$ cat src/rtl/pmsa_pkg.sv
// Constants and types for the power-management status and arbiter control block
// Notes on behaviour
// An active chassis intrusion input sets the intrusion flag, which stays set after the input goes inactive.
// Once set, the intrusion flag holds whatever the input does until software attempts a clear.
// A software write-one clear of the intrusion flag may take up to 65 us to take effect.
// While the intrusion input is active a software clear is ignored, because set wins over clear.
// The RTC power-lost flag, bit 2 of config register three, is set while the RTC-well reset pin is low.
// Writing zero to bit 2 clears the RTC power-lost flag.
// A fall of core voltage good sets the CPU power-fail flag (bit 1) unless it comes from an excused transition.
// Writing zero to bit 1 clears the CPU power-fail flag.
// Arbiter-off bit 0 enables the upstream arbiter when 0 and blocks upstream traffic when 1.
// With the upstream arbiter off, the PCI arbiter keeps running and granting.
// The processor must not start downstream reads to PCI devices holding posted data while the arbiter is off.
// Software should avoid non-posted accesses and handlers should check arbiter-off while it is set.
// Software must mask every I/O interrupt before entering mobile light sleep.
// The asynchronous intrusion input passes a two-stage synchroniser before setting the flag.
package pmsa_pkg;

	// ----------------------------------------
	// Timing
	// ----------------------------------------
	localparam int CLOCK_PERIOD_NS       = 20;
	localparam int CLEAR_RECOVERY_NS     = 65000;
	localparam int CLEAR_RECOVERY_CYCLES = CLEAR_RECOVERY_NS / CLOCK_PERIOD_NS;
	localparam int CLEAR_COUNT_WIDTH     = 12;

	// ----------------------------------------
	// Field positions
	// ----------------------------------------
	localparam int RTC_LOST_BIT = 2;
	localparam int CPU_FAIL_BIT = 1;
	localparam int ARB_OFF_BIT  = 0;
	localparam int REG_WIDTH    = 8;

	// ----------------------------------------
	// Reset values
	// ----------------------------------------
	localparam logic INTRUSION_RESET = 1'b0;
	localparam logic RTC_LOST_RESET  = 1'b0;
	localparam logic CPU_FAIL_RESET  = 1'b0;
	localparam logic ARB_OFF_RESET   = 1'b0;

	typedef enum logic [0:0] {
		CLR_IDLE = 1'b0,
		CLR_WAIT = 1'b1
	} pmsa_clear_state_t;

endpackage

$ cat src/rtl/pmsa_top.sv
// Power-management status flags and upstream arbiter control
`timescale 1ns/1ps
module pmsa_top (
	input  wire logic                               clk,
	input  wire logic                               reset_n,
	input  wire logic                               intrusionPin_n,
	input  wire logic                               intrusionClearWe,
	input  wire logic                               rtcWellResetPin_n,
	input  wire logic                               pmConfigThreeWe,
	input  wire logic [pmsa_pkg::REG_WIDTH-1:0]     pmConfigThreeData,
	input  wire logic                               coreVoltageGood,
	input  wire logic                               voltageTransitionActive,
	input  wire logic                               deeperIdleActive,
	input  wire logic                               lightSleepActive,
	input  wire logic                               deepSleepEnable,
	input  wire logic                               pmConfigTwoWe,
	input  wire logic [pmsa_pkg::REG_WIDTH-1:0]     pmConfigTwoData,
	input  wire logic                               pmSecondControlWe,
	input  wire logic [pmsa_pkg::REG_WIDTH-1:0]     pmSecondControlData,
	output logic                                    intrusionDetectedFlag,
	output logic                                    intrusionClearPending,
	output logic                                    rtcPowerLostFlag,
	output logic                                    cpuPowerFailFlag,
	output logic                                    upstreamArbiterOff,
	output logic                                    upstreamGrantEnable,
	output logic                                    pciArbiterEnable
);

	// ----------------------------------------
	// Intrusion synchroniser
	// ----------------------------------------
	logic intrSyncA;
	logic intrSyncB;

	always_ff @(posedge clk or negedge reset_n) begin
		if (!reset_n) begin
			intrSyncA <= 1'b1;
			intrSyncB <= 1'b1;
		end else begin
			intrSyncA <= intrusionPin_n;
			intrSyncB <= intrSyncA;
		end
	end

	logic intrActive;
	assign intrActive = ~intrSyncB;

	// ----------------------------------------
	// Intrusion flag and clear recovery
	// ----------------------------------------
	pmsa_pkg::pmsa_clear_state_t             clrState;
	pmsa_pkg::pmsa_clear_state_t             next_clrState;
	logic [pmsa_pkg::CLEAR_COUNT_WIDTH-1:0]  clrCount;
	logic [pmsa_pkg::CLEAR_COUNT_WIDTH-1:0]  next_clrCount;
	logic                                    next_intrusionDetectedFlag;
	logic                                    next_intrusionClearPending;

	localparam logic [pmsa_pkg::CLEAR_COUNT_WIDTH-1:0] CLR_LAST =
		pmsa_pkg::CLEAR_COUNT_WIDTH'(pmsa_pkg::CLEAR_RECOVERY_CYCLES - 1);

	always_comb begin
		next_clrState = clrState;
		next_clrCount = clrCount;
		next_intrusionDetectedFlag = intrusionDetectedFlag;
		unique case (clrState)
			pmsa_pkg::CLR_IDLE: begin
				if (intrusionClearWe && intrusionDetectedFlag && !intrActive) begin
					next_clrState = pmsa_pkg::CLR_WAIT;
					next_clrCount = '0;
				end
			end
			pmsa_pkg::CLR_WAIT: begin
				if (intrActive) begin
					next_clrState = pmsa_pkg::CLR_IDLE;
				end else if (clrCount == CLR_LAST) begin
					next_clrState = pmsa_pkg::CLR_IDLE;
					next_intrusionDetectedFlag = 1'b0;
				end else begin
					next_clrCount = clrCount + 1'b1;
				end
			end
		endcase
		if (intrActive) begin
			next_intrusionDetectedFlag = 1'b1; // see see
		end
		next_intrusionClearPending = (next_clrState == pmsa_pkg::CLR_WAIT);
	end

	always_ff @(posedge clk or negedge reset_n) begin
		if (!reset_n) begin
			clrState              <= pmsa_pkg::CLR_IDLE;
			clrCount              <= '0;
			intrusionDetectedFlag <= pmsa_pkg::INTRUSION_RESET;
			intrusionClearPending <= 1'b0;
		end else begin
			clrState              <= next_clrState;
			clrCount              <= next_clrCount;
			intrusionDetectedFlag <= next_intrusionDetectedFlag;
			intrusionClearPending <= next_intrusionClearPending;
		end
	end

	// ----------------------------------------
	// RTC and CPU power status
	// ----------------------------------------
	logic prevVoltageGood;
	logic next_prevVoltageGood;
	logic next_rtcPowerLostFlag;
	logic next_cpuPowerFailFlag;
	logic voltageFell;
	logic fallExcused;

	always_comb begin
		voltageFell = prevVoltageGood && !coreVoltageGood;
		fallExcused = voltageTransitionActive || deeperIdleActive ||
			(lightSleepActive && deepSleepEnable);
		next_prevVoltageGood = coreVoltageGood;
		next_rtcPowerLostFlag = rtcPowerLostFlag;
		next_cpuPowerFailFlag = cpuPowerFailFlag;
		if (pmConfigThreeWe && !pmConfigThreeData[pmsa_pkg::RTC_LOST_BIT]) begin
			next_rtcPowerLostFlag = 1'b0;
		end
		if (!rtcWellResetPin_n) begin
			next_rtcPowerLostFlag = 1'b1;
		end
		if (pmConfigTwoWe && !pmConfigTwoData[pmsa_pkg::CPU_FAIL_BIT]) begin
			next_cpuPowerFailFlag = 1'b0;
		end
		if (voltageFell && !fallExcused) begin
			next_cpuPowerFailFlag = 1'b1;
		end
	end

	always_ff @(posedge clk or negedge reset_n) begin
		if (!reset_n) begin
			prevVoltageGood  <= 1'b0;
			rtcPowerLostFlag <= pmsa_pkg::RTC_LOST_RESET;
			cpuPowerFailFlag <= pmsa_pkg::CPU_FAIL_RESET;
		end else begin
			prevVoltageGood  <= next_prevVoltageGood;
			rtcPowerLostFlag <= next_rtcPowerLostFlag;
			cpuPowerFailFlag <= next_cpuPowerFailFlag;
		end
	end

	// ----------------------------------------
	// Arbiter control
	// ----------------------------------------
	logic next_upstreamArbiterOff;
	logic next_upstreamGrantEnable;
	logic next_pciArbiterEnable;

	always_comb begin
		next_upstreamArbiterOff = upstreamArbiterOff;
		if (pmSecondControlWe) begin
			next_upstreamArbiterOff = pmSecondControlData[pmsa_pkg::ARB_OFF_BIT];
		end
		next_upstreamGrantEnable = !next_upstreamArbiterOff;
		next_pciArbiterEnable = 1'b1;
	end

	always_ff @(posedge clk or negedge reset_n) begin
		if (!reset_n) begin
			upstreamArbiterOff  <= pmsa_pkg::ARB_OFF_RESET;
			upstreamGrantEnable <= !pmsa_pkg::ARB_OFF_RESET;
			pciArbiterEnable    <= 1'b1;
		end else begin
			upstreamArbiterOff  <= next_upstreamArbiterOff;
			upstreamGrantEnable <= next_upstreamGrantEnable;
			pciArbiterEnable    <= next_pciArbiterEnable;
		end
	end

	// ----------------------------------------
	// Assertions
	// ----------------------------------------
	a_intrusion_sets: assert property (
		@(posedge clk) disable iff (!reset_n)
		intrActive |=> intrusionDetectedFlag)
		else $error("intrusion flag not set by active input");

	a_intrusion_holds: assert property (
		@(posedge clk) disable iff (!reset_n)
		intrusionDetectedFlag && !intrusionClearWe && clrState == pmsa_pkg::CLR_IDLE
		|=> intrusionDetectedFlag)
		else $error("intrusion flag dropped without a clear");

	a_clear_latency: assert property (
		@(posedge clk) disable iff (!reset_n)
		clrState == pmsa_pkg::CLR_WAIT && clrCount == CLR_LAST && !intrActive
		|=> !intrusionDetectedFlag && clrState == pmsa_pkg::CLR_IDLE)
		else $error("intrusion clear did not finish at its recovery count");

	a_clear_bound: assert property (
		@(posedge clk) disable iff (!reset_n)
		clrState == pmsa_pkg::CLR_WAIT |-> clrCount <= CLR_LAST && intrusionClearPending)
		else $error("intrusion clear waited too long");

	a_set_priority: assert property (
		@(posedge clk) disable iff (!reset_n)
		intrActive && intrusionClearWe |=> intrusionDetectedFlag && clrState == pmsa_pkg::CLR_IDLE)
		else $error("clear took effect while intrusion active");

	a_rtc_set: assert property (
		@(posedge clk) disable iff (!reset_n)
		!rtcWellResetPin_n |=> rtcPowerLostFlag)
		else $error("rtc power-lost flag not set");

	a_rtc_clear: assert property (
		@(posedge clk) disable iff (!reset_n)
		pmConfigThreeWe && !pmConfigThreeData[pmsa_pkg::RTC_LOST_BIT] && rtcWellResetPin_n
		|=> !rtcPowerLostFlag)
		else $error("rtc power-lost flag not cleared");

	a_cpu_set: assert property (
		@(posedge clk) disable iff (!reset_n)
		$fell(coreVoltageGood) && !fallExcused |=> cpuPowerFailFlag)
		else $error("cpu power-fail flag not set");

	a_cpu_excused: assert property (
		@(posedge clk) disable iff (!reset_n)
		!cpuPowerFailFlag && !(voltageFell && !fallExcused) |=> !cpuPowerFailFlag)
		else $error("cpu power-fail flag set without cause");

	a_cpu_clear: assert property (
		@(posedge clk) disable iff (!reset_n)
		pmConfigTwoWe && !pmConfigTwoData[pmsa_pkg::CPU_FAIL_BIT] && !voltageFell
		|=> !cpuPowerFailFlag)
		else $error("cpu power-fail flag not cleared");

	a_arbiter_off: assert property (
		@(posedge clk) disable iff (!reset_n)
		pmSecondControlWe |=> upstreamArbiterOff == $past(pmSecondControlData[0])
		&& upstreamGrantEnable == !upstreamArbiterOff)
		else $error("arbiter-off bit or upstream grant wrong");

	a_pci_running: assert property (
		@(posedge clk) disable iff (!reset_n)
		upstreamArbiterOff |-> pciArbiterEnable && !upstreamGrantEnable)
		else $error("pci arbiter stopped with upstream arbiter off");

	a_sync_depth: assert property (
		@(posedge clk) disable iff (!reset_n)
		intrusionPin_n ##2 !intrusionDetectedFlag |=> !intrusionDetectedFlag)
		else $error("intrusion input bypassed the synchroniser");

endmodule // pmsa_top

$ cat config.mk
export PLATFORM = sky130hd
export DESIGN_NAME = pmsa_top
export DESIGN_NICKNAME = d
export VERILOG_FILES = /design/src/rtl/pmsa_pkg.sv /design/src/rtl/pmsa_top.sv
export SDC_FILE = /design/constraint.sdc
export NUM_CORES = 1
export LEC_CHECK = 0
export BUFFER_PORTS_ARGS = -buffer_cell sky130_fd_sc_hd__buf_2
export CELL_PAD_IN_SITES_DETAIL_PLACEMENT = 1
export CELL_PAD_IN_SITES_GLOBAL_PLACEMENT = 1
export CORE_MARGIN = 5
export CORE_UTILIZATION = 34
export CTS_CLUSTER_DIAMETER = 100
export DETAILED_ROUTE_END_ITERATION = 10
export PLACE_DENSITY = 0.82
export SETUP_SLACK_MARGIN = 0.4
export SKIP_LAST_GASP = 1
export SLEW_MARGIN = 0
export SYNTH_ARGS = -nofsm -noshare
export SYNTH_HDL_FRONTEND = slang
export SYNTH_SLANG_ARGS = --single-unit
$ cat constraint.sdc
create_clock -name clk -period 2 [get_ports clk]
set_input_delay 0.1 -clock clk [delete_from_list [all_inputs] [get_ports clk]]
set_output_delay 0.1 -clock clk [all_outputs]
set_load 0.05 [all_outputs]
==> flow_summary_export.csv <==
group,metric,value,unit
run_status,run_status,"finished, final reports clean",
detailed_routing,drc,0,
floorplan,die_w,64.6,um
pwr,vdd_drop_max,0.510,mV
floorplan,die-area,4170,um^2
logic_synthesis,synth_fp_nets,134,
setup_path,required,2.23,ns
global_routing,grtUsageTotal,13.1,%
cts,cts_tree,"built",
place,hpwl,1.83,mm
logic_synthesis,synth-edff-count,0,
floorplan,fp-row-count,19,
detailed_routing,wirelength,2.61,mm
job,maxCapViolations,0,
cts,cts_max_level,1,
global_routing,antenna_found_initial,0,
place,routabilityCongestion,0.809,
logic_synthesis,synthFlopType,"dfrtp_1",
cts,clock_latency,0.31,ns
cts,cts_buffer_depth,2,
logic_synthesis,synthArstFlopShare,100,%
setup_path,cp-end-kind,"flip-flop",
sta,whs,0.0343,ns
finish,fill_cells,328,
finish,post-route-util,46.7,%
cts,cts_sinks,21,
logic_synthesis,postSynthAreaPerCell,10.7,um^2
floorplan,die_h,64.6,um
floorplan,start_util,36.1,%
global_routing,grt_pass1_wl,4.33,mm
logic_synthesis,ys_ff_latch,21,
pwr,powerDensity,750,nW/um^2
setup_path,r2r_end,"clrCount[5]",
global_routing,grt_max_degree,22,
setup_path,critPathKind,"reg -> reg",
detailed_routing,vias_per_cell,5.43,
sta,timing.final.crit_share,80.1,%
finish,drive_gt1_share,34.6,%
detailed_routing,vias,875,
finish,nets,170,
cts,clk_pin_slew,0.12,ns
place,port_buffers,21,
sta,fin_crit,1.60,ns
detailed_routing,drt_first_pass_iters,4,
cts,cts-buffers-inserted,3,
finish,diodes,0,
logic_synthesis,yosysUniqueCellTypes,35,
sta,slew_viol_final,0,
sta,finalSetupViolCount,0,
detailed_routing,drtAntennaViolNets,0,
finish,top_register,"clrCount",
sta,rsz0062_at_grt,"yes",
min_path,hold_class,"in -> reg",
logic_synthesis,syn_inst,95,
sta,skew,0.00605,ns
min_path,whs_endpoint,"upstreamArbiterOff",
floorplan,io_pins,44,
setup_path,r2r-start,"clrCount[1]",
logic_synthesis,yosys_warnings,0,
finish,syn_to_final_growth,29.1,%
global_routing,overflow,0,
min_path,hold_start,"pmSecondControlWe",
global_routing,grt_pass1_vias,943,
pwr,leakage,0.600,nW
detailed_routing,wl_per_cell,16.2,um
sta,setup-tns-final,0,ns
sta,finalHoldViolCount,0,
cts,root_buffer,"clkbuf_4",
detailed_routing,detail_route.iter0.violations,13,
logic_synthesis,synth_area,1010,um^2
min_path,whs_path_depth,3,
finish,largest_reg_flops,12,
setup_path,ff2ff_path_depth,7,
setup_path,path_max_fanout,10,
logic_synthesis,yosysSeqAreaShare,52.2,%
setup_path,cp.arrival,1.84,ns
setup_path,critical_path.startpoint_type,"flip-flop",
sta,fmax,624,MHz
setup_path,regToRegSetupSlack,0.40,ns
floorplan,design.core.area,2810,um^2
## placed cells by master, fill, tap and decap left out, drive strengths merged
cell and count:
a2bb2oi 1, dfrtp 18, and3 2, buf 27, nand2 12, inv 7
a22o 4, mux2i 3, clkbuf 3, xor2 1, conb 1, nand3 6
dlygate4sd3 6, nand4 3, ha 2, o211ai 1, dfstp 3, a31oi 6
a41oi 2, o21ai 3, nor3 3, nand2b 3, o22ai 1, a21oi 3
and3b 1, and4bb 2, nand3b 1, nor4b 1, a21o 1, o41ai 1
nor2 1, clkinv 1
## kinds of logic after synthesis
family,Yosys count,synth area share (%)
DFF,21,52.2
other,1,0.370
and+or+nand+nor,35,20.1
adders and majority gates,2,2.47
xor gates and xnor gates,1,0.864
muxes,3,2.96
AOI/OAI and AO/OA,23,17.2
buffers and inverters,9,3.83
## power by group
part | internal, mW | switching, mW
Clock | 0.0747 | 0.129
Combinational | 0.100 | 0.121
Sequential | 0.480 | 0.0767
Total | 0.655 | 0.327
## cell type report
cell class | instances | area [um^2] | area share [%]
Sequential cell | 21 | 529 | 40.4
Multi-Input combinational cell | 65 | 474 | 36.2
Timing Repair Buffer | 33 | 210 | 16.1
Tap cell | 31 | 38.8 | 2.96
Inverter | 7 | 28.8 | 2.20
Clock buffer | 3 | 22.5 | 1.72
Clock inverter | 1 | 5.00 | 0.382
## per-stage QoR
step | total power [mW] | std cells | setup slack [ns] | area [um^2]
after global placement | 0.720 | 145 | 0.386 | 1140
after global routing | 1.05 | 161 | 0.307 | 1310
after floorplan | 0.664 | 95 | 0.438 | 1010
final | 0.982 | 161 | 0.397 | 1310
after detailed placement | 0.735 | 145 | 0.366 | 1140
after CTS | 0.967 | 160 | 0.426 | 1270
## repair_timing
action	4_1_cts	5_1_grt
pin swaps	2	5
endpoints found under the setup margin	9	12
hold buffers	6	0
gates resized for setup	1	5
buffers inserted	5	1
endpoints found under the hold margin	22	0
## synthesized netlist by cell type, types with 2 or more instances
cell,n,area share (%)
a21oi_1,3,1.5
a22o_1,4,3.5
a31oi_1,5,3.1
a41oi_1,2,1.7
dfrtp_1,18,44
dfstp_2,3,7.8
ha_1,2,2.5
inv_1,6,2.2
mux2i_1,3,3.0
nand2_1,12,4.4
nand2b_1,3,1.9
nand3_1,5,2.5
nand4_1,3,1.9
nor3_1,3,1.5
o21ai_0,3,1.5
## layer usage
layer	wire, um	global-route usage, %
met4	23	5.28
met1	1100	16.1
met3	43	1.55
met2	1440	23.2
met5	0	0
## worst max path at each step
| stage | from | end | slack [ns] |
|---|---|---|---|
| 3_3_place_gp | clrCount[0] | clrCount[3] | 0.39 |
| 2_1_floorplan | clrState | clrCount[5] | 0.44 |
| 3_5_place_dp | clrCount[0] | clrCount[3] | 0.37 |
| 4_1_cts | clrCount[1] | clrCount[5] | 0.43 |
| 5_1_grt | clrCount[1] | clrCount[5] | 0.31 |
| 6_report | clrCount[1] | clrCount[5] | 0.40 |
## worst max-delay path, stage by stage (launching register included)
cell	delay, ns
dfrtp_1	0.40
inv_2	0.08
ha_2	0.16
and4bb_2	0.28
nand4_1	0.15
nand3_2	0.19
inv_4	0.09
a31oi_1	0.17
(Power assumes the default switching activity.)
